==> src/core/gbc_pkg.sv <==
package gbc_pkg;

  // ==========================================================
  // Register map.
  localparam int ADDR_W = 9;
  localparam logic [8:0] OFS_PIN_SRC_0_2 = 9'h01e;
  localparam logic [8:0] OFS_PIN_SRC_3_4 = 9'h01f;
  localparam logic [8:0] OFS_BUCK_ONE = 9'h021;
  localparam logic [8:0] OFS_BUCK_THREE = 9'h022;
  localparam logic [8:0] OFS_BUCK_TWO = 9'h024;

  // ==========================================================
  // Field positions.
  localparam int PIN0_SRC_LSB = 0;
  localparam int PIN1_SRC_LSB = 3;
  localparam int PIN2_SRC_LSB = 6;
  localparam int PIN3_SRC_LSB = 0;
  localparam int PIN4_SRC_LSB = 3;
  localparam int BUCK_ON_BIT = 0;
  localparam int BUCK_EN_SRC_LSB = 1;
  localparam int BUCK_SEQ_FLAG_BIT = 3;
  localparam int BUCK_VOLT_SRC_LSB = 5;

  // Writable bits per register; the rest read as zero.
  localparam logic [7:0] MASK_PIN_SRC_0_2 = 8'hff;
  localparam logic [7:0] MASK_PIN_SRC_3_4 = 8'h1f;
  localparam logic [7:0] MASK_BUCK = 8'h6f;
  localparam logic [7:0] RESET_BYTE = 8'h00;

  // Control-source code that hands a buck to the sequencer.
  localparam logic [1:0] CTRL_BY_SEQUENCER = 2'h0;

  // ==========================================================
  // Decoded output source of a pin.
  typedef enum logic [3:0] {
    SRC_STATIC = 4'h0,
    SRC_FAULT = 4'h1,
    SRC_SEQ = 4'h2,
    SRC_FWD0 = 4'h3,
    SRC_FWD1 = 4'h4,
    SRC_FWD2 = 4'h5,
    SRC_FWD3 = 4'h6,
    SRC_CLK = 4'h7,
    SRC_RSVD = 4'h8
  } gbc_src_t;

  // Register write request from the serial interface decoder.
  typedef struct packed {
    logic en;
    logic [8:0] addr;
    logic [7:0] data;
  } gbc_wr_t;

  // Sequencer requests for one buck.
  typedef struct packed {
    logic onSet;
    logic onClr;
    logic voltSelB;
  } gbc_seq_t;

  // State of one buck.
  typedef struct packed {
    logic on;
    logic voltSelB;
  } gbc_buck_t;

endpackage : gbc_pkg

==> src/core/gbc_pin_buck_ctl.sv <==
`timescale 1ns/1ps
// What this block does
// - Pin 2 source bits 7:6: 00 static, 01 fault, 11 sequencer, 10 reserved.
// - Pin 1 source bits 5:3: static, fault, sequencer, inputs 0/2/3 forwarded.
// - Pin 0 source bits 2:0: static, fault, sequencer, inputs 1/2/3 forwarded.
// - Pin 4 source bits 4:3: 00 static, 01 fault, 11 sequencer, 10 reserved.
// - Pin 3 source: static, fault, 32 kHz clock, sequencer, inputs 0/1/2.
// - Static source drives the mode bit; otherwise mode bit sets output polarity.
// - An input is active when its level equals its polarity bit.
// - Buck voltage source bits 6:5: sequencer or input pin 1, 2, 3.
// - Controlling input going active selects setting B, going passive setting A.
// - Buck enable source bits 2:1: sequencer or input pin 1, 2, 3.
// - Controlling input going active enables the buck, going passive disables it.
// - Buck bit 0 written 0 disables, 1 enables the regulator.
// - Bit 3 marks a buck sequenced, keeping it on in low-power hold.
module gbc_pin_buck_ctl
  import gbc_pkg::*;
#(
  parameter int NUM_PINS = 5,
  parameter int NUM_INPUTS = 4,
  parameter int NUM_BUCKS = 3
)
(
  // Clock and reset.
  input wire logic clock,
  input wire logic srst,
  // Register access from the serial interface decoder.
  input wire gbc_wr_t regWr,
  input wire logic [ADDR_W-1:0] regRdAddr,
  output logic [7:0] regRdData_ff,
  // Pin configuration held elsewhere.
  input wire logic [NUM_PINS-1:0] pinLevelOrPolarity,
  input wire logic [NUM_INPUTS-1:0] pinActivePolarity,
  // Pin levels and internal sources.
  input wire logic [NUM_INPUTS-1:0] inputPinLevel,
  input wire logic supplyFaultFlag,
  input wire logic slowCrystalClock,
  input wire logic [NUM_PINS-1:0] seqPinActive,
  input wire logic lowPowerHoldState,
  // Sequencer requests, one per buck in order one, two, three.
  input wire gbc_seq_t [NUM_BUCKS-1:0] seqBuckReq,
  // Pin outputs.
  output logic [NUM_PINS-1:0] pinOut_ff,
  // Buck controls, order one, two, three.
  output logic [NUM_BUCKS-1:0] buckOn_ff,
  output logic [NUM_BUCKS-1:0] buckVoltSelB_ff,
  output logic [NUM_BUCKS-1:0] buckSequenced_ff
);

  logic [7:0] srcLow_ff;
  logic [7:0] nxt_srcLow;
  logic [7:0] srcHigh_ff;
  logic [7:0] nxt_srcHigh;
  logic [NUM_BUCKS-1:0][7:0] buckCtl_ff;
  logic [NUM_BUCKS-1:0][7:0] nxt_buckCtl;
  logic [NUM_INPUTS-1:0] inActive_ff;
  logic [NUM_INPUTS-1:0] nxt_inActive;
  logic [NUM_INPUTS-1:0] inRise;
  logic [NUM_INPUTS-1:0] inFall;
  logic [NUM_PINS-1:0] nxt_pinOut;
  logic [NUM_BUCKS-1:0] nxt_buckOn;
  logic [NUM_BUCKS-1:0] nxt_buckVoltSelB;
  logic [NUM_BUCKS-1:0] nxt_buckSequenced;
  logic [7:0] nxt_regRdData;
  logic [NUM_BUCKS-1:0] buckWrite;
  gbc_buck_t [NUM_BUCKS-1:0] buckState;
  gbc_src_t [NUM_PINS-1:0] pinSrc;

  // ==========================================================
  // Buck index to register offset.
  function automatic logic [ADDR_W-1:0] buckOffset(input int idx);
    case (idx)
      0: buckOffset = OFS_BUCK_ONE;
      1: buckOffset = OFS_BUCK_TWO;
      default: buckOffset = OFS_BUCK_THREE;
    endcase
  endfunction : buckOffset

  // ==========================================================
  // Source field decode per pin.
  function automatic gbc_src_t decodeSrc(input int pin, input logic [2:0] code);
    decodeSrc = SRC_RSVD;
    case (code)
      3'h0: decodeSrc = SRC_STATIC;
      3'h1: decodeSrc = SRC_FAULT;
      3'h2: decodeSrc = (pin == 3) ? SRC_CLK : SRC_RSVD;
      3'h3: decodeSrc = SRC_SEQ;
      3'h4:
      begin
        if (pin == 1 || pin == 3)
        begin
          decodeSrc = SRC_FWD0;
        end
      end
      3'h5:
      begin
        if (pin == 0 || pin == 3)
        begin
          decodeSrc = SRC_FWD1;
        end
      end
      3'h6:
      begin
        if (pin <= 3)
        begin
          decodeSrc = SRC_FWD2;
        end
      end
      3'h7:
      begin
        if (pin <= 1)
        begin
          decodeSrc = SRC_FWD3;
        end
      end
      default: decodeSrc = SRC_RSVD;
    endcase
  endfunction : decodeSrc

  // Two-bit fields of pins 2 and 4 use codes 0, 1 and 3 only.
  assign pinSrc[0] = decodeSrc(0, srcLow_ff[PIN0_SRC_LSB +: 3]);
  assign pinSrc[1] = decodeSrc(1, srcLow_ff[PIN1_SRC_LSB +: 3]);
  assign pinSrc[2] = decodeSrc(2, {1'b0, srcLow_ff[PIN2_SRC_LSB +: 2]});
  assign pinSrc[3] = decodeSrc(3, srcHigh_ff[PIN3_SRC_LSB +: 3]);
  assign pinSrc[4] = decodeSrc(4, {1'b0, srcHigh_ff[PIN4_SRC_LSB +: 2]});

  // ==========================================================
  // Input activity and transitions.
  always_comb
  begin
    nxt_inActive = ~(inputPinLevel ^ pinActivePolarity);
    inRise = nxt_inActive & ~inActive_ff;
    inFall = ~nxt_inActive & inActive_ff;
  end

  // ==========================================================
  // Pin output selection.
  always_comb
  begin
    for (int p = 0; p < NUM_PINS; p++)
    begin
      logic act;
      act = 1'b0;
      case (pinSrc[p])
        SRC_FAULT: act = supplyFaultFlag;
        SRC_SEQ: act = seqPinActive[p];
        SRC_FWD0: act = inActive_ff[0];
        SRC_FWD1: act = inActive_ff[1];
        SRC_FWD2: act = inActive_ff[2];
        SRC_FWD3: act = inActive_ff[3];
        SRC_CLK: act = slowCrystalClock;
        default: act = 1'b0;
      endcase
      if (pinSrc[p] == SRC_STATIC)
      begin
        nxt_pinOut[p] = pinLevelOrPolarity[p];
      end
      else
      begin
        nxt_pinOut[p] = pinLevelOrPolarity[p] ? act : ~act;
      end
    end
  end

  // ==========================================================
  // Register writes and read back.
  always_comb
  begin
    nxt_srcLow = srcLow_ff;
    nxt_srcHigh = srcHigh_ff;
    nxt_buckCtl = buckCtl_ff;
    nxt_regRdData = 8'h00;
    if (regWr.en && regWr.addr == OFS_PIN_SRC_0_2)
    begin
      nxt_srcLow = regWr.data & MASK_PIN_SRC_0_2;
    end
    if (regWr.en && regWr.addr == OFS_PIN_SRC_3_4)
    begin
      nxt_srcHigh = regWr.data & MASK_PIN_SRC_3_4;
    end
    if (regRdAddr == OFS_PIN_SRC_0_2)
    begin
      nxt_regRdData = srcLow_ff;
    end
    if (regRdAddr == OFS_PIN_SRC_3_4)
    begin
      nxt_regRdData = srcHigh_ff;
    end
    for (int b = 0; b < NUM_BUCKS; b++)
    begin
      buckWrite[b] = regWr.en && regWr.addr == buckOffset(b);
      if (buckWrite[b])
      begin
        nxt_buckCtl[b] = regWr.data & MASK_BUCK;
      end
      if (regRdAddr == buckOffset(b))
      begin
        nxt_regRdData = buckCtl_ff[b];
        nxt_regRdData[BUCK_ON_BIT] = buckState[b].on;
      end
      nxt_buckOn[b] = buckState[b].on && !(lowPowerHoldState
        && !buckCtl_ff[b][BUCK_SEQ_FLAG_BIT]);
      nxt_buckVoltSelB[b] = buckState[b].voltSelB;
      nxt_buckSequenced[b] = buckCtl_ff[b][BUCK_SEQ_FLAG_BIT];
    end
  end

  // ==========================================================
  // Per-buck enable and voltage selection.
  generate
    for (genvar g = 0; g < NUM_BUCKS; g++)
    begin : gBuck
      gbc_buck_ctl uBuck (
        .clock(clock),
        .srst(srst),
        .ctrlByte(buckCtl_ff[g]),
        .onWrite(buckWrite[g]),
        .onWriteValue(regWr.data[BUCK_ON_BIT]),
        .inRise(inRise),
        .inFall(inFall),
        .seqReq(seqBuckReq[g]),
        .state(buckState[g])
      );
    end
  endgenerate

  // ==========================================================
  // Registers.
  always_ff @(posedge clock)
  begin
    if (srst)
    begin
      srcLow_ff <= RESET_BYTE;
      srcHigh_ff <= RESET_BYTE;
      buckCtl_ff <= '0;
      inActive_ff <= '0;
      pinOut_ff <= '0;
      buckOn_ff <= '0;
      buckVoltSelB_ff <= '0;
      buckSequenced_ff <= '0;
      regRdData_ff <= 8'h00;
    end
    else
    begin
      srcLow_ff <= nxt_srcLow;
      srcHigh_ff <= nxt_srcHigh;
      buckCtl_ff <= nxt_buckCtl;
      inActive_ff <= nxt_inActive;
      pinOut_ff <= nxt_pinOut;
      buckOn_ff <= nxt_buckOn;
      buckVoltSelB_ff <= nxt_buckVoltSelB;
      buckSequenced_ff <= nxt_buckSequenced;
      regRdData_ff <= nxt_regRdData;
    end
  end

endmodule : gbc_pin_buck_ctl

==> src/core/gbc_buck_ctl.sv <==
`timescale 1ns/1ps
module gbc_buck_ctl
  import gbc_pkg::*;
(
  // Clock and reset.
  input wire logic clock,
  input wire logic srst,
  // Control register and software write of the on bit.
  input wire logic [7:0] ctrlByte,
  input wire logic onWrite,
  input wire logic onWriteValue,
  // Input pin transitions, index 1 to 3 used.
  input wire logic [3:0] inRise,
  input wire logic [3:0] inFall,
  // Sequencer requests.
  input wire gbc_seq_t seqReq,
  // Buck state.
  output gbc_buck_t state
);

  logic on_ff;
  logic nxt_on;
  logic voltSelB_ff;
  logic nxt_voltSelB;
  logic [1:0] enSrc;
  logic [1:0] voltSrc;

  // ==========================================================
  // Next state.
  always_comb
  begin
    enSrc = ctrlByte[BUCK_EN_SRC_LSB +: 2];
    voltSrc = ctrlByte[BUCK_VOLT_SRC_LSB +: 2];
    nxt_on = on_ff;
    if (onWrite)
    begin
      nxt_on = onWriteValue;
    end
    if (enSrc == CTRL_BY_SEQUENCER)
    begin
      if (seqReq.onClr)
      begin
        nxt_on = 1'b0;
      end
      if (seqReq.onSet)
      begin
        nxt_on = 1'b1;
      end
    end
    else
    begin
      if (inFall[enSrc])
      begin
        nxt_on = 1'b0;
      end
      if (inRise[enSrc])
      begin
        nxt_on = 1'b1;
      end
    end
    nxt_voltSelB = voltSelB_ff;
    if (voltSrc == CTRL_BY_SEQUENCER)
    begin
      nxt_voltSelB = seqReq.voltSelB;
    end
    else if (inRise[voltSrc])
    begin
      nxt_voltSelB = 1'b1;
    end
    else if (inFall[voltSrc])
    begin
      nxt_voltSelB = 1'b0;
    end
  end

  // ==========================================================
  // State registers.
  always_ff @(posedge clock)
  begin
    if (srst)
    begin
      on_ff <= 1'b0;
      voltSelB_ff <= 1'b0;
    end
    else
    begin
      on_ff <= nxt_on;
      voltSelB_ff <= nxt_voltSelB;
    end
  end

  assign state.on = on_ff;
  assign state.voltSelB = voltSelB_ff;

endmodule : gbc_buck_ctl

==> config.mk <==
export PLATFORM = sky130hd
export DESIGN_NAME = gbc_pin_buck_ctl
export DESIGN_NICKNAME = d
export VERILOG_FILES = /design/src/core/gbc_pkg.sv /design/src/core/gbc_pin_buck_ctl.sv /design/src/core/gbc_buck_ctl.sv
export SDC_FILE = /design/constraint.sdc
export NUM_CORES = 1
export LEC_CHECK = 0
export ABC_AREA = 0
export ABC_CLOCK_PERIOD_IN_PS = 3700
export BUFFER_PORTS_ARGS = -buffer_cell sky130_fd_sc_hd__buf_2
export CAP_MARGIN = 20
export CORE_MARGIN = 1
export CORE_UTILIZATION = 56
export DETAILED_ROUTE_END_ITERATION = 8
export PLACE_DENSITY = 0.91
export SETUP_SLACK_MARGIN = 0.2
export SYNTH_ARGS = -nofsm -noshare
export SYNTH_HDL_FRONTEND = slang
export SYNTH_SLANG_ARGS = --single-unit
export TNS_END_PERCENT = 50
==> constraint.sdc <==
create_clock -name clock -period 3.7 [get_ports clock]
set_input_delay 0.37 -clock clock [delete_from_list [all_inputs] [get_ports clock]]
set_output_delay 0.37 -clock clock [all_outputs]
set_load 0.01 [all_outputs]
-- After elaboration in Yosys (flattened, before gate mapping)
Cells that the tools add are included.
- register bits: 63
- input port bits: 59
- output and inout port bits: 22
- $lt $le $gt $ge: 6
- reduce and logical (&&, ||, !) cells: 38
- equal/unequal tests: 67
- bitwise operators: 12
- muxes and demuxes: 76
- operators by type and width (cell ; number):
    $eq A4 B3 Y1 const B ; 20
    $eq A9 B6 Y1 const B ; 6
    $mux W1 ; 49
    $pmux W4 S6 ; 2
    $eq A4 B2 Y1 const B ; 10
    $eq A9 B5 Y1 const B ; 4
    $mux W7 ; 5
    $pmux W1 S7 ; 5
    $pmux W4 S4 ; 2
    $pmux W4 S7 ; 1
    $eq A3 B3 Y1 const B ; 9
    $bmux W1 S2 ; 12
    $eq A4 B1 Y1 const B ; 5
    $logic_not A4 Y1 ; 5
    $lt A2 B3 Y1 const B ; 6
    $logic_not A2 Y1 ; 8
    $eq A3 B2 Y1 const B ; 4
    $not A4 Y4 ; 3
    $logic_and A1 B1 Y1 ; 11
    $eq A3 B1 Y1 const B ; 3
    $logic_not A3 Y1 ; 3
    $reduce_bool A3 Y1 ; 3
    $and A4 B4 Y4 ; 2
    $eq A2 B2 Y1 const B ; 4
    6 further kinds ; 17

-- Logic depth before layout (Yosys ltp)
Gate-level depths: netlist of the first run.
- word-level depth: 9
- mapped depth: 7

-- By module
A second synthesis of the first run with hierarchy kept.
- cells, all modules: 339
- area total of the unflattened synthesis: 3250.6 um^2
- modules (own cells, without submodules) (module ; cells an instance ; instances ; sequential area each (um^2) ; area each (um^2)):
    gbc_pin_buck_ctl ; 279 ; 1 ; 1141.1 ; 2646.3
    gbc_buck_ctl ; 20 ; 3 ; 40.0 ; 201.4

-- Worst setup path after synthesis of the first run
OpenSTA, ideal clock, no wires.
- kind: input-to-reg
- from: in regWr[15] in the netlist's numbering
- to: reg gBuck[1].uBuck.on_ff
- path slack: 1798 ps
- data required time: 3609 ps
- arrival: 1812 ps
- stages: 5
- cell sequence: nor4b_4 > nand4_2 > mux2i_1 > maj3_1 > a311oi_1
- word-level cells in the longest chain between the ends: 6
- elaborated cells between the ends (all ways): 8
- ends and longest elaborated chain (element ; RTL line ; RTL):
    start, declared ; gbc_pin_buck_ctl.sv:28 ; input wire gbc_wr_t regWr,
    $eq A9 B6 Y1 * ; gbc_pin_buck_ctl.sv:191 ; buckWrite[b] = regWr.en && regWr.addr == buckOffset(b);
    $logic_and A1 B1 Y1 * ; gbc_pin_buck_ctl.sv:191 ;
    $mux W1 * ; gbc_buck_ctl.sv:35 ; if (onWrite)
    $mux W1, on equally long branches ; gbc_buck_ctl.sv:52, gbc_buck_ctl.sv:41 ;
    $mux W1, on equally long branches ; gbc_buck_ctl.sv:56, gbc_buck_ctl.sv:45 ;
    $mux W1 * ; gbc_buck_ctl.sv:39 ; if (enSrc == CTRL_BY_SEQUENCER)
    end signal, assigned ; gbc_buck_ctl.sv:87 ; on_ff <= nxt_on;
    end, declared ; gbc_buck_ctl.sv:21 ; logic on_ff;
Mark *: on every way between the ends. The rest lies on a longest branch, timed or not.
A chain may end at the register's enable or synchronous reset.

-- Worst setup path in the final report of the first run
- from: in regRdAddr[8]
- to: reg regRdData_ff[3]
- word-level cells in the longest chain between the ends: 6
- elaborated cells between the ends (all ways): 10
- ends and longest elaborated chain (element ; RTL line ; RTL):
    start, declared ; gbc_pin_buck_ctl.sv:29 ; input wire logic [ADDR_W-1:0] regRdAddr,
    $eq A9 B5 Y1 ; gbc_pin_buck_ctl.sv:181 ; if (regRdAddr == OFS_PIN_SRC_0_2)
    $mux W7 ; gbc_pin_buck_ctl.sv:181 ;
    $mux W7 ; gbc_pin_buck_ctl.sv:185 ; if (regRdAddr == OFS_PIN_SRC_3_4)
    $mux W7 (2 in series) ; gbc_pin_buck_ctl.sv:196 ; if (regRdAddr == buckOffset(b))
    $mux W7 * ; gbc_pin_buck_ctl.sv:196 ;
    end signal, assigned ; gbc_pin_buck_ctl.sv:253 ; regRdData_ff <= nxt_regRdData;
    end, declared ; gbc_pin_buck_ctl.sv:30 ; output logic [7:0] regRdData_ff,
Marks and branches as above.

==> impl_metrics.ini, run 1 <==
[floorplanning]
rows = 25
fp.dieW_um = 74.4
initial_core_util_pct = 60.1
die_area_um2 = 5530
ios = 81
die_h_um = 74.4
core_area_um2 = 4880

[synth]
synth_fp_nets = 390
ys_ff_latch = 60
synth.avg_cell_area_um2 = 8.86
synth_edf_count = 0
synth_xor_area_share_pct = 2.69
synth_seq_area_share_pct = 40.9
synth_cells = 331
async_flop_share_pct = 0
yosysTopAreaCellShare_pct = 40.9
ys.flop_type = dfxtp_1
synth-simple-area-share_pct = 23.0
synthAdderAreaFrac_pct = 1.36
syn-cell-area_um2 = 2930
yosysWarnings = 0
synth_area_leaders = dfxtp_1, mux2i_1, nor2_1
synth_top_cell_by_area = dfxtp_1
synthTopCellsByCount = dfxtp_1, nor2_1, mux2i_1
synth_mux_area_share_pct = 13.0
synth_compound_area_share_pct = 15.7
synth_top_family_by_area = simple AND/OR/NAND/NOR gates
ys_types = 49

[cells_and_area]
final_cell_area_um2 = 3550
syn_to_final_growth_pct = 21.0
stdcell_count = 481
drive_gt1_share_pct = 24.6
fillCellCount = 380
diodes = 0
final_nets = 468

[sta]
period_needed_ns = 1.90
setup_tns_ns = 0
maxSlewHeadroom_pct = 28.5
maxSlewViolCount = 0
finalSetupViolations = 0
holdWs_ns = 0.253
hold_viol = 0
rsz0062_at_grt = no
fmax_mhz = 525
worstMarginPinSlew_ns = 1.07
period_share_pct = 51.5
fin_ws_ns = 1.80
skew_ns = 0.00557

[critical_path]
cp-end-kind = register
crit_family = simple AND/OR/NAND/NOR gates
cp.required_ns = 3.87
crit_fanout = 7
crit_chain = buf_2 > nor3_1 > nand4b_1 > or3b_2 > o21ai_0 > a21oi_1
cp.arrival_ns = 2.08
crit_buf_inv = 1
worstSetupPathType = in2reg
critPathSlowestCell = or3b_2
cp_slowest_stage_delay_ns = 0.62
startpoint_type = primary input

[drt]
routed_wl_um = 7470
drc = 0
avgRoutedWirePerCell_um = 15.5
first_pass_iters = 5
ant_nets = 0
via_count = 2831
routed_via_density = 5.89
drt_iter0_drc = 192

[clocking]
cts_tree = built
clkSinkCount = 60
clockRootBuffer = clkbuf_8
clock_path_buffers = 2
htreeDepth = 3
holdBufCountCts = 0
clk_latency_ns = 0.34
post_cts.repair.setup_buffers = 0
path_clk_slew_ns = 0.06
numCtsBuffers = 9
cts_resized = 0

[global_routing]
grt_pass1_vias = 2537
grt_overflow = 0
antenna_found_initial = 0
grtUsageTotal_pct = 28.2
grt_pass1_wl_um = 11600
grt_max_degree = 60

[power]
irDropWorstVdd_uv = 270
p_leak_uw = 0.00159
p_per_area_nw_per_um2 = 380

[placed_design]
dp_slack_ns = 1.50
place_inst = 465
dpl.hpwl_um = 5200
place_congestion = 0.864
io_buffers = 80
postPlaceCellArea_um2 = 3370

[worst_hold_path]
hold_path_class = in2reg

[job]
maxCapViolations = 0

[status]
status = finished clean
-- report_power, final --
group,internal [uW],leakage [uW],switching [uW],total [uW]
Sequential,659,0.000488,13.1,672
Combinational,60.0,0.00101,78.9,139
Clock,298,0.0000937,239,537
-- through the flow --
stage	utilization, %	total power, uW
2_1_floorplan	-	758
3_3_place_gp	69.0	817
3_5_place_dp	69.0	823
4_1_cts	72.7	1350
5_1_grt	72.7	1400
6_report	72.7	1350
-- worst register-to-register path, delay by kind of cell (launching register included) --
family                    cells  cell delay [ns]
AOI/OAI and AO/OA             3             0.63
xor gates and xnor gates      1             0.18
DFF                           1             0.58
and+or+nand+nor               1             0.06
-- per-layer routing --
metal | GRT usage (%) | vias to the layer above | routed length (um)
met5 | 0 | - | 0
met4 | 14.7 | 0 | 296
met3 | 8.94 | 34 | 588
met2 | 46.3 | 163 | 3440
met1 | 32.8 | 1287 | 3140
li1 | - | 1347 | -
-- cell type report --
cell class	instances	area (um2)	share of cell area, %
clock buffer	15	176	4.97
sequential	60	1200	33.8
multi-input combinational	245	1630	46.0
timing repair buffer	80	400	11.3
clock inverter	1	5.00	0.141
inverter	13	48.8	1.37
tap	67	83.8	2.36
-- placed cells by master, fill, tap and decap left out, types with 6 or more instances in the layout --
| cell | n |
|---|---|
| mux2i_1 | 37 |
| clkbuf_8 | 12 |
| o21ai_0 | 10 |
| a21oi_1 | 18 |
| xor2_1 | 7 |
| buf_2 | 80 |
| dfxtp_1 | 60 |
| nor2b_1 | 11 |
| nand2_1 | 20 |
| inv_1 | 13 |
| nor2_1 | 60 |
| nand3_1 | 6 |
-- sequential cells by signal, indices dropped and copies added, names as in the netlist --
signal                   cells
buckCtl_ff                  15
buckOn_ff                    3
buckSequenced_ff             3
buckVoltSelB_ff              3
gBuck.uBuck.on_ff            3
gBuck.uBuck.voltSelB_ff      3
inActive_ff                  4
pinOut_ff                    5
regRdData_ff                 8
srcHigh_ff                   5
srcLow_ff                    8
-- final timing paths --
path	startpoint	endpoint	slack [ns]	depth (start not counted)
max	regRdAddr[8]	regRdData_ff[3]$_SDFF_PP0_	1.80	6
min reg2reg	gBuck[2].uBuck.on_ff$_SDFF_PP0_	regRdData_ff[0]$_SDFF_PP0_	0.49	2
min	lowPowerHoldState	buckOn_ff[0]$_SDFF_PP0_	0.25	2
max reg2reg	inActive_ff[2]$_SDFF_PP0_	pinOut_ff[0]$_SDFF_PP0_	2.10	5
-- cell families (layout without fill, tap and decap cells) --
logic type | count (synthesis) | in the layout
AND/OR/NAND/NOR | 126 | 126
AO/OA/AOI/OAI | 68 | 68
flip-flops | 60 | 60
multiplexers | 38 | 38
buffers and inverters | 26 | 109
XOR/XNOR | 9 | 9
adder cells (fa/ha/maj) | 4 | 4
No activity file was read; power rests on OpenSTA's default activity.
==> run 2: changes to the inputs <==
- ABC_CLOCK_PERIOD_IN_PS: 3700 -> 1600
- CORE_UTILIZATION: 56 -> 47
- PLACE_DENSITY: 0.91 -> 0.82
- clock period: 3.7 -> 1.6 ns (I/O delays scaled with it)
==> run 2 against run 1 <==
Sequential power rose by 130%; global-route usage fell by 4.1 points; first-iteration DRC count fell by 8.3%; final area rose by 11%; count of clock-buffer cells in the layout fell by 4; sequential share of layout area fell by 3.0 points; clock power rose to 2.8 times the previous value; total power rose to 2.6 times the previous value; sequential cell count did not move; largest power group unchanged; highest routed layer unchanged.
==> impl_metrics.ini, run 2 (synthesized netlist as in run 1, its figures left out) <==
[global_routing]
grt_most_used_layer = met2
grt_util_met1_pct = 28.3
antenna_found_initial = 0
grt_overflow = 0
grt_pass1_vias = 2622
grtUsageTotal_pct = 24.1
grtUsageMet2_pct = 39.7
use_met3_pct = 6.63
grt_max_degree = 30
grt_pass1_wl_um = 11900

[drt]
drt_iter0_drc = 176
routed_wl_um = 7740
via_count = 2856
ant_nets = 0
drc = 0
avgRoutedWirePerCell_um = 15.1
first_pass_iters = 4
routed_via_density = 5.57

[sta]
maxSlewViolCount = 0
period_needed_ns = 1.41
holdWs_ns = 0.0337
fmax_mhz = 709
rsz0062_at_grt = yes
skew_ns = 0.00692
period_share_pct = 88.1
finalSetupViolations = 0
hold_viol = 0
maxSlewHeadroom_pct = 61.5
fin_ws_ns = 0.190
worstMarginPinSlew_ns = 0.578

[clocking]
htreeDepth = 3
cts_tree = built
clockRootBuffer = clkbuf_8
holdBufCountCts = 0
numCtsBuffers = 9
clk_latency_ns = 0.34
clock_path_buffers = 2
path_clk_slew_ns = 0.06
clkSinkCount = 60

[placed_design]
dpl.hpwl_um = 5740
io_buffers = 80
place_congestion = 0.895
postPlaceCellArea_um2 = 3590
place_inst = 495
dp_slack_ns = -0.197

[cells_and_area]
largest_reg_flops = 15
final_common_cell = buf_2
reg_top3 = buckCtl_ff x15, regRdData_ff x8, srcLow_ff x8
top_register = buckCtl_ff
diodes = 0
syn_to_final_growth_pct = 33.9
layout_common_cells = buf_2, nor2_1, dfxtp_1
stdcell_count = 513
drive_gt1_share_pct = 32.6
final_nets = 492
final_cell_area_um2 = 3930

[floorplanning]
rows = 28
fp.dieW_um = 81.0
ios = 81
die_area_um2 = 6560
core_area_um2 = 5960
initial_core_util_pct = 49.3
die_h_um = 81.0

[power]
finalPower_uw = 3450
p_per_area_nw_per_um2 = 879
irDropWorstVdd_uv = 563
p_leak_uw = 0.00174

[critical_path]
startpoint_type = primary input
cp.required_ns = 1.89
crit_fanout = 4
cp.arrival_ns = 1.70
worstSetupPathType = in2reg
cp-end-kind = register

[worst_hold_path]
hold_path_class = in2reg

[status]
status = finished clean

[job]
maxCapViolations = 0
-- run 2: changes by cell type in the layout (fill, tap and decap cells not counted), moves of 3 or more --
cell	before	now
buf_4	0	22
dfxtp_1	60	55
dfxtp_2	0	4
mux2i_1	37	34
-- run 2: layer usage --
layer  vias to the layer above  routed length [um]
li1                       1390                   -
met1                      1333                3320
met2                       111                3700
met3                        22                 486
met4                         0                 230
met5                         -                   0
-- run 2: worst max-delay path, stage by stage --
cell and delay [ns]:
buf_6 0.10, nor4b_4 0.37, buf_4 0.21, nand4_4 0.10, mux2i_4 0.22, a2111oi_4 0.34
o211a_1 0.19
-- run 2: per-stage QoR --
stage / setup TNS (ns) / util, %
after global placement: -0.420 / 60.3
after detailed placement: -1.38 / 60.3
after CTS: 0 / 64.0
final: 0 / 65.9
after global routing: 0 / 65.9
after floorplan: -0.0948 / -
-- run 2: power breakdown --
part / switching, uW / internal [uW]
Clock: 605 / 912
Sequential: 26.2 / 1520
Combinational: 206 / 181
-- run 2: path summary, 6_finish.rpt --
| kind | startpoint | to | slack, ns | cells past startpoint |
|---|---|---|---|---|
| worst min register to register | buckCtl_ff[19]$_SDFFE_PP0P_ | regRdData_ff[3]$_SDFF_PP0_ | 0.50 | 2 |
| worst min-delay path | lowPowerHoldState | buckOn_ff[0]$_SDFF_PP0_ | 0.03 | 2 |
| worst max register to register | inActive_ff[3]$_SDFF_PP0_ | pinOut_ff[0]$_SDFF_PP0_ | 0.23 | 4 |
| worst max-delay path | regWr[14] | gBuck[2].uBuck.on_ff$_SDFF_PP0_ | 0.19 | 7 |
-- run 2: cell type report --
class	instances	area [um2]
sequential	60	1210
fill	463	2030
clock buffer	11	141
multi-input combinational	245	1740
clock inverter	5	75.1
inverter	13	48.8
timing repair buffer	104	618
tap	75	93.8
-- run 2: what timing repair did --
item                                    4_1_cts  5_1_grt
pin swaps                                     0        8
endpoints found under the setup margin        2       13
gates resized for setup                       2       21
buffers inserted                              0        2
==> run 3: changes to the inputs <==
- CORE_MARGIN: 1 -> unset
- CORE_UTILIZATION: 47 -> 48
- SYNTH_HIERARCHICAL: unset -> 1
==> run 3 against run 2 <==
Area after synthesis up 6.9%; clock skew up 0.0025 ns; critical path depth down 1; utilization down 3.3 points; sequential power about the same; synthesized cell count down 1.2%; total power up 4.5%; sequential share of layout area down 0.15 points; via count down 1.9%; combinational power down 5.4%; maximum frequency up 2.5%; critical endpoint is now gBuck[2].uBuck/on_ff$_SDFF_PP0_.
==> impl_metrics.ini, run 3 <==
[status]
status = finished clean

[synth]
yosysWarnings = 6
synth_cells = 327
synth.avg_cell_area_um2 = 9.59
syn-cell-area_um2 = 3140
synth_fp_nets = 386

[drt]
drc = 0
via_count = 2801
drt_iter0_drc = 354
ant_nets = 0
first_pass_iters = 5
avgRoutedWirePerCell_um = 16.4
routed_via_density = 5.61
routed_wl_um = 8180

[clocking]
clock_path_buffers = 2
clockRootBuffer = clkbuf_8
path_clk_slew_ns = 0.07
htreeDepth = 3
clk_latency_ns = 0.35
cts_tree = built
post_cts.repair.setup_buffers = 0
numCtsBuffers = 9
clkSinkCount = 60

[sta]
rsz0062_at_grt = yes
hold_viol = 0
holdWs_ns = 0.0595
maxSlewViolCount = 0
fmax_mhz = 727
finalSetupViolations = 0
period_needed_ns = 1.38
fin_ws_ns = 0.224
skew_ns = 0.00942
worstMarginPinSlew_ns = 0.374
maxSlewHeadroom_pct = 75.1
period_share_pct = 86.0

[global_routing]
grt_max_degree = 19
grt_overflow = 0
grt_pass1_wl_um = 13600
antenna_found_initial = 0
grtUsageTotal_pct = 24.9
grt_pass1_vias = 2763

[critical_path]
crit_fanout = 5
cp.required_ns = 1.82
worstReg2RegStart = srcHigh_ff[2]$_SDFFE_PP0P_
rrSetupSlack_ns = 0.24
worstSetupPathType = in2reg
startpoint_type = primary input
cp.arrival_ns = 1.59
worst_r2r_path_depth = 4
cp-end-kind = register
rr_endpoint = pinOut_ff[3]$_SDFF_PP0_

[floorplanning]
initial_core_util_pct = 49.7
rows = 29
die_h_um = 82.8
ios = 81
core_area_um2 = 6310
fp.dieW_um = 82.8
die_area_um2 = 6860

[cells_and_area]
final_nets = 476
top_register = buckCtl_ff
syn_to_final_growth_pct = 26.1
layout_common_cells = buf_2, dfxtp_1, mux2i_1
reg_top3 = buckCtl_ff x15, regRdData_ff x8, srcLow_ff x8
diodes = 0
final_common_cell = buf_2
largest_reg_flops = 15
drive_gt1_share_pct = 35.5

[job]
maxCapViolations = 0

[worst_hold_path]
hold_end = pinOut_ff[4]$_SDFF_PP0_
hp-start = pinLevelOrPolarity[4]
hold_path_class = in2reg
hold_depth = 3

[placed_design]
io_buffers = 80
place_congestion = 0.957
dpl.hpwl_um = 6140
dp_slack_ns = -0.143

[power]
p_per_area_nw_per_um2 = 912
irDropWorstVdd_uv = 536
p_leak_uw = 0.00174
==> run 3: cell count changes in the layout (fill, tap and decap cells not counted), sizes merged, moves of 10 or more <==
cell,delta
a21oi,-14
nor2,-12
mux2,+13
mux2i,+10
==> run 3: critical path, stage by stage <==
cell	delay, ns
buf_6	0.10
nor4b_4	0.40
and4b_2	0.33
mux2_4	0.32
a211oi_2	0.21
a311oi_2	0.07
==> run 3: final cells by class <==
type,count,area [um2]
Clock inverter,6,111
Multi-Input combinational cell,243,1830
Tap cell,77,96.3
Sequential cell,60,1210
Inverter,6,22.5
Clock buffer,10,138
Fill cell,554,2360
Timing Repair Buffer,97,547
==> run 3: where the power goes <==
group          switching, uW  internal (uW)  total, uW
Sequential              23.6           1520       1540
Combinational            199            167        366
Clock                    621           1080       1700
Total                    843           2760       3610
==> run 3: stage by stage <==
stage / instances / area (um2) / total power, uW / utilization, % / TNS [ns]
3_5_place_dp: 483 / 3670 / 1930 / 58.1 / -0.317
4_1_cts: 499 / 3920 / 3620 / 62.1 / 0
2_1_floorplan: 327 / 3140 / 1770 / - / 0
3_3_place_gp: 483 / 3670 / 1920 / 58.1 / -0.113
5_1_grt: 499 / 3960 / 3740 / 62.6 / 0
6_report: 499 / 3960 / 3610 / 62.6 / 0
==> run 3: how the worst max path moves through the flow <==
stage	start	endpoint	slack, ns	cells past startpoint
2_1_floorplan	regWr[16]	gBuck[0].uBuck/on_ff$_SDFF_PP0_	0.001	6
3_3_place_gp	regWr[16]	gBuck[2].uBuck/on_ff$_SDFF_PP0_	-0.09	6
3_5_place_dp	regWr[16]	gBuck[2].uBuck/on_ff$_SDFF_PP0_	-0.14	6
4_1_cts	srcHigh_ff[2]$_SDFFE_PP0P_	pinOut_ff[3]$_SDFF_PP0_	0.20	4
5_1_grt	regWr[14]	gBuck[2].uBuck/on_ff$_SDFF_PP0_	0.18	6
6_report	regWr[14]	gBuck[2].uBuck/on_ff$_SDFF_PP0_	0.22	6
==> run 3: metal layers <==
| metal | share of wire [%] | global-route usage, % | wire, um |
|---|---|---|---|
| met2 | 50 | 42.3 | 4050 |
| met3 | 6.8 | 4.47 | 555 |
| met5 | 0 | 0 | 0 |
| met1 | 41 | 31.2 | 3390 |
| met4 | 2.2 | 10.2 | 177 |
==> run 3: what timing repair did <==
action	CTS	global route
pin swaps	1	4
setup endpoints to repair	1	7
gates resized for setup	3	12
hold buffers	0	0
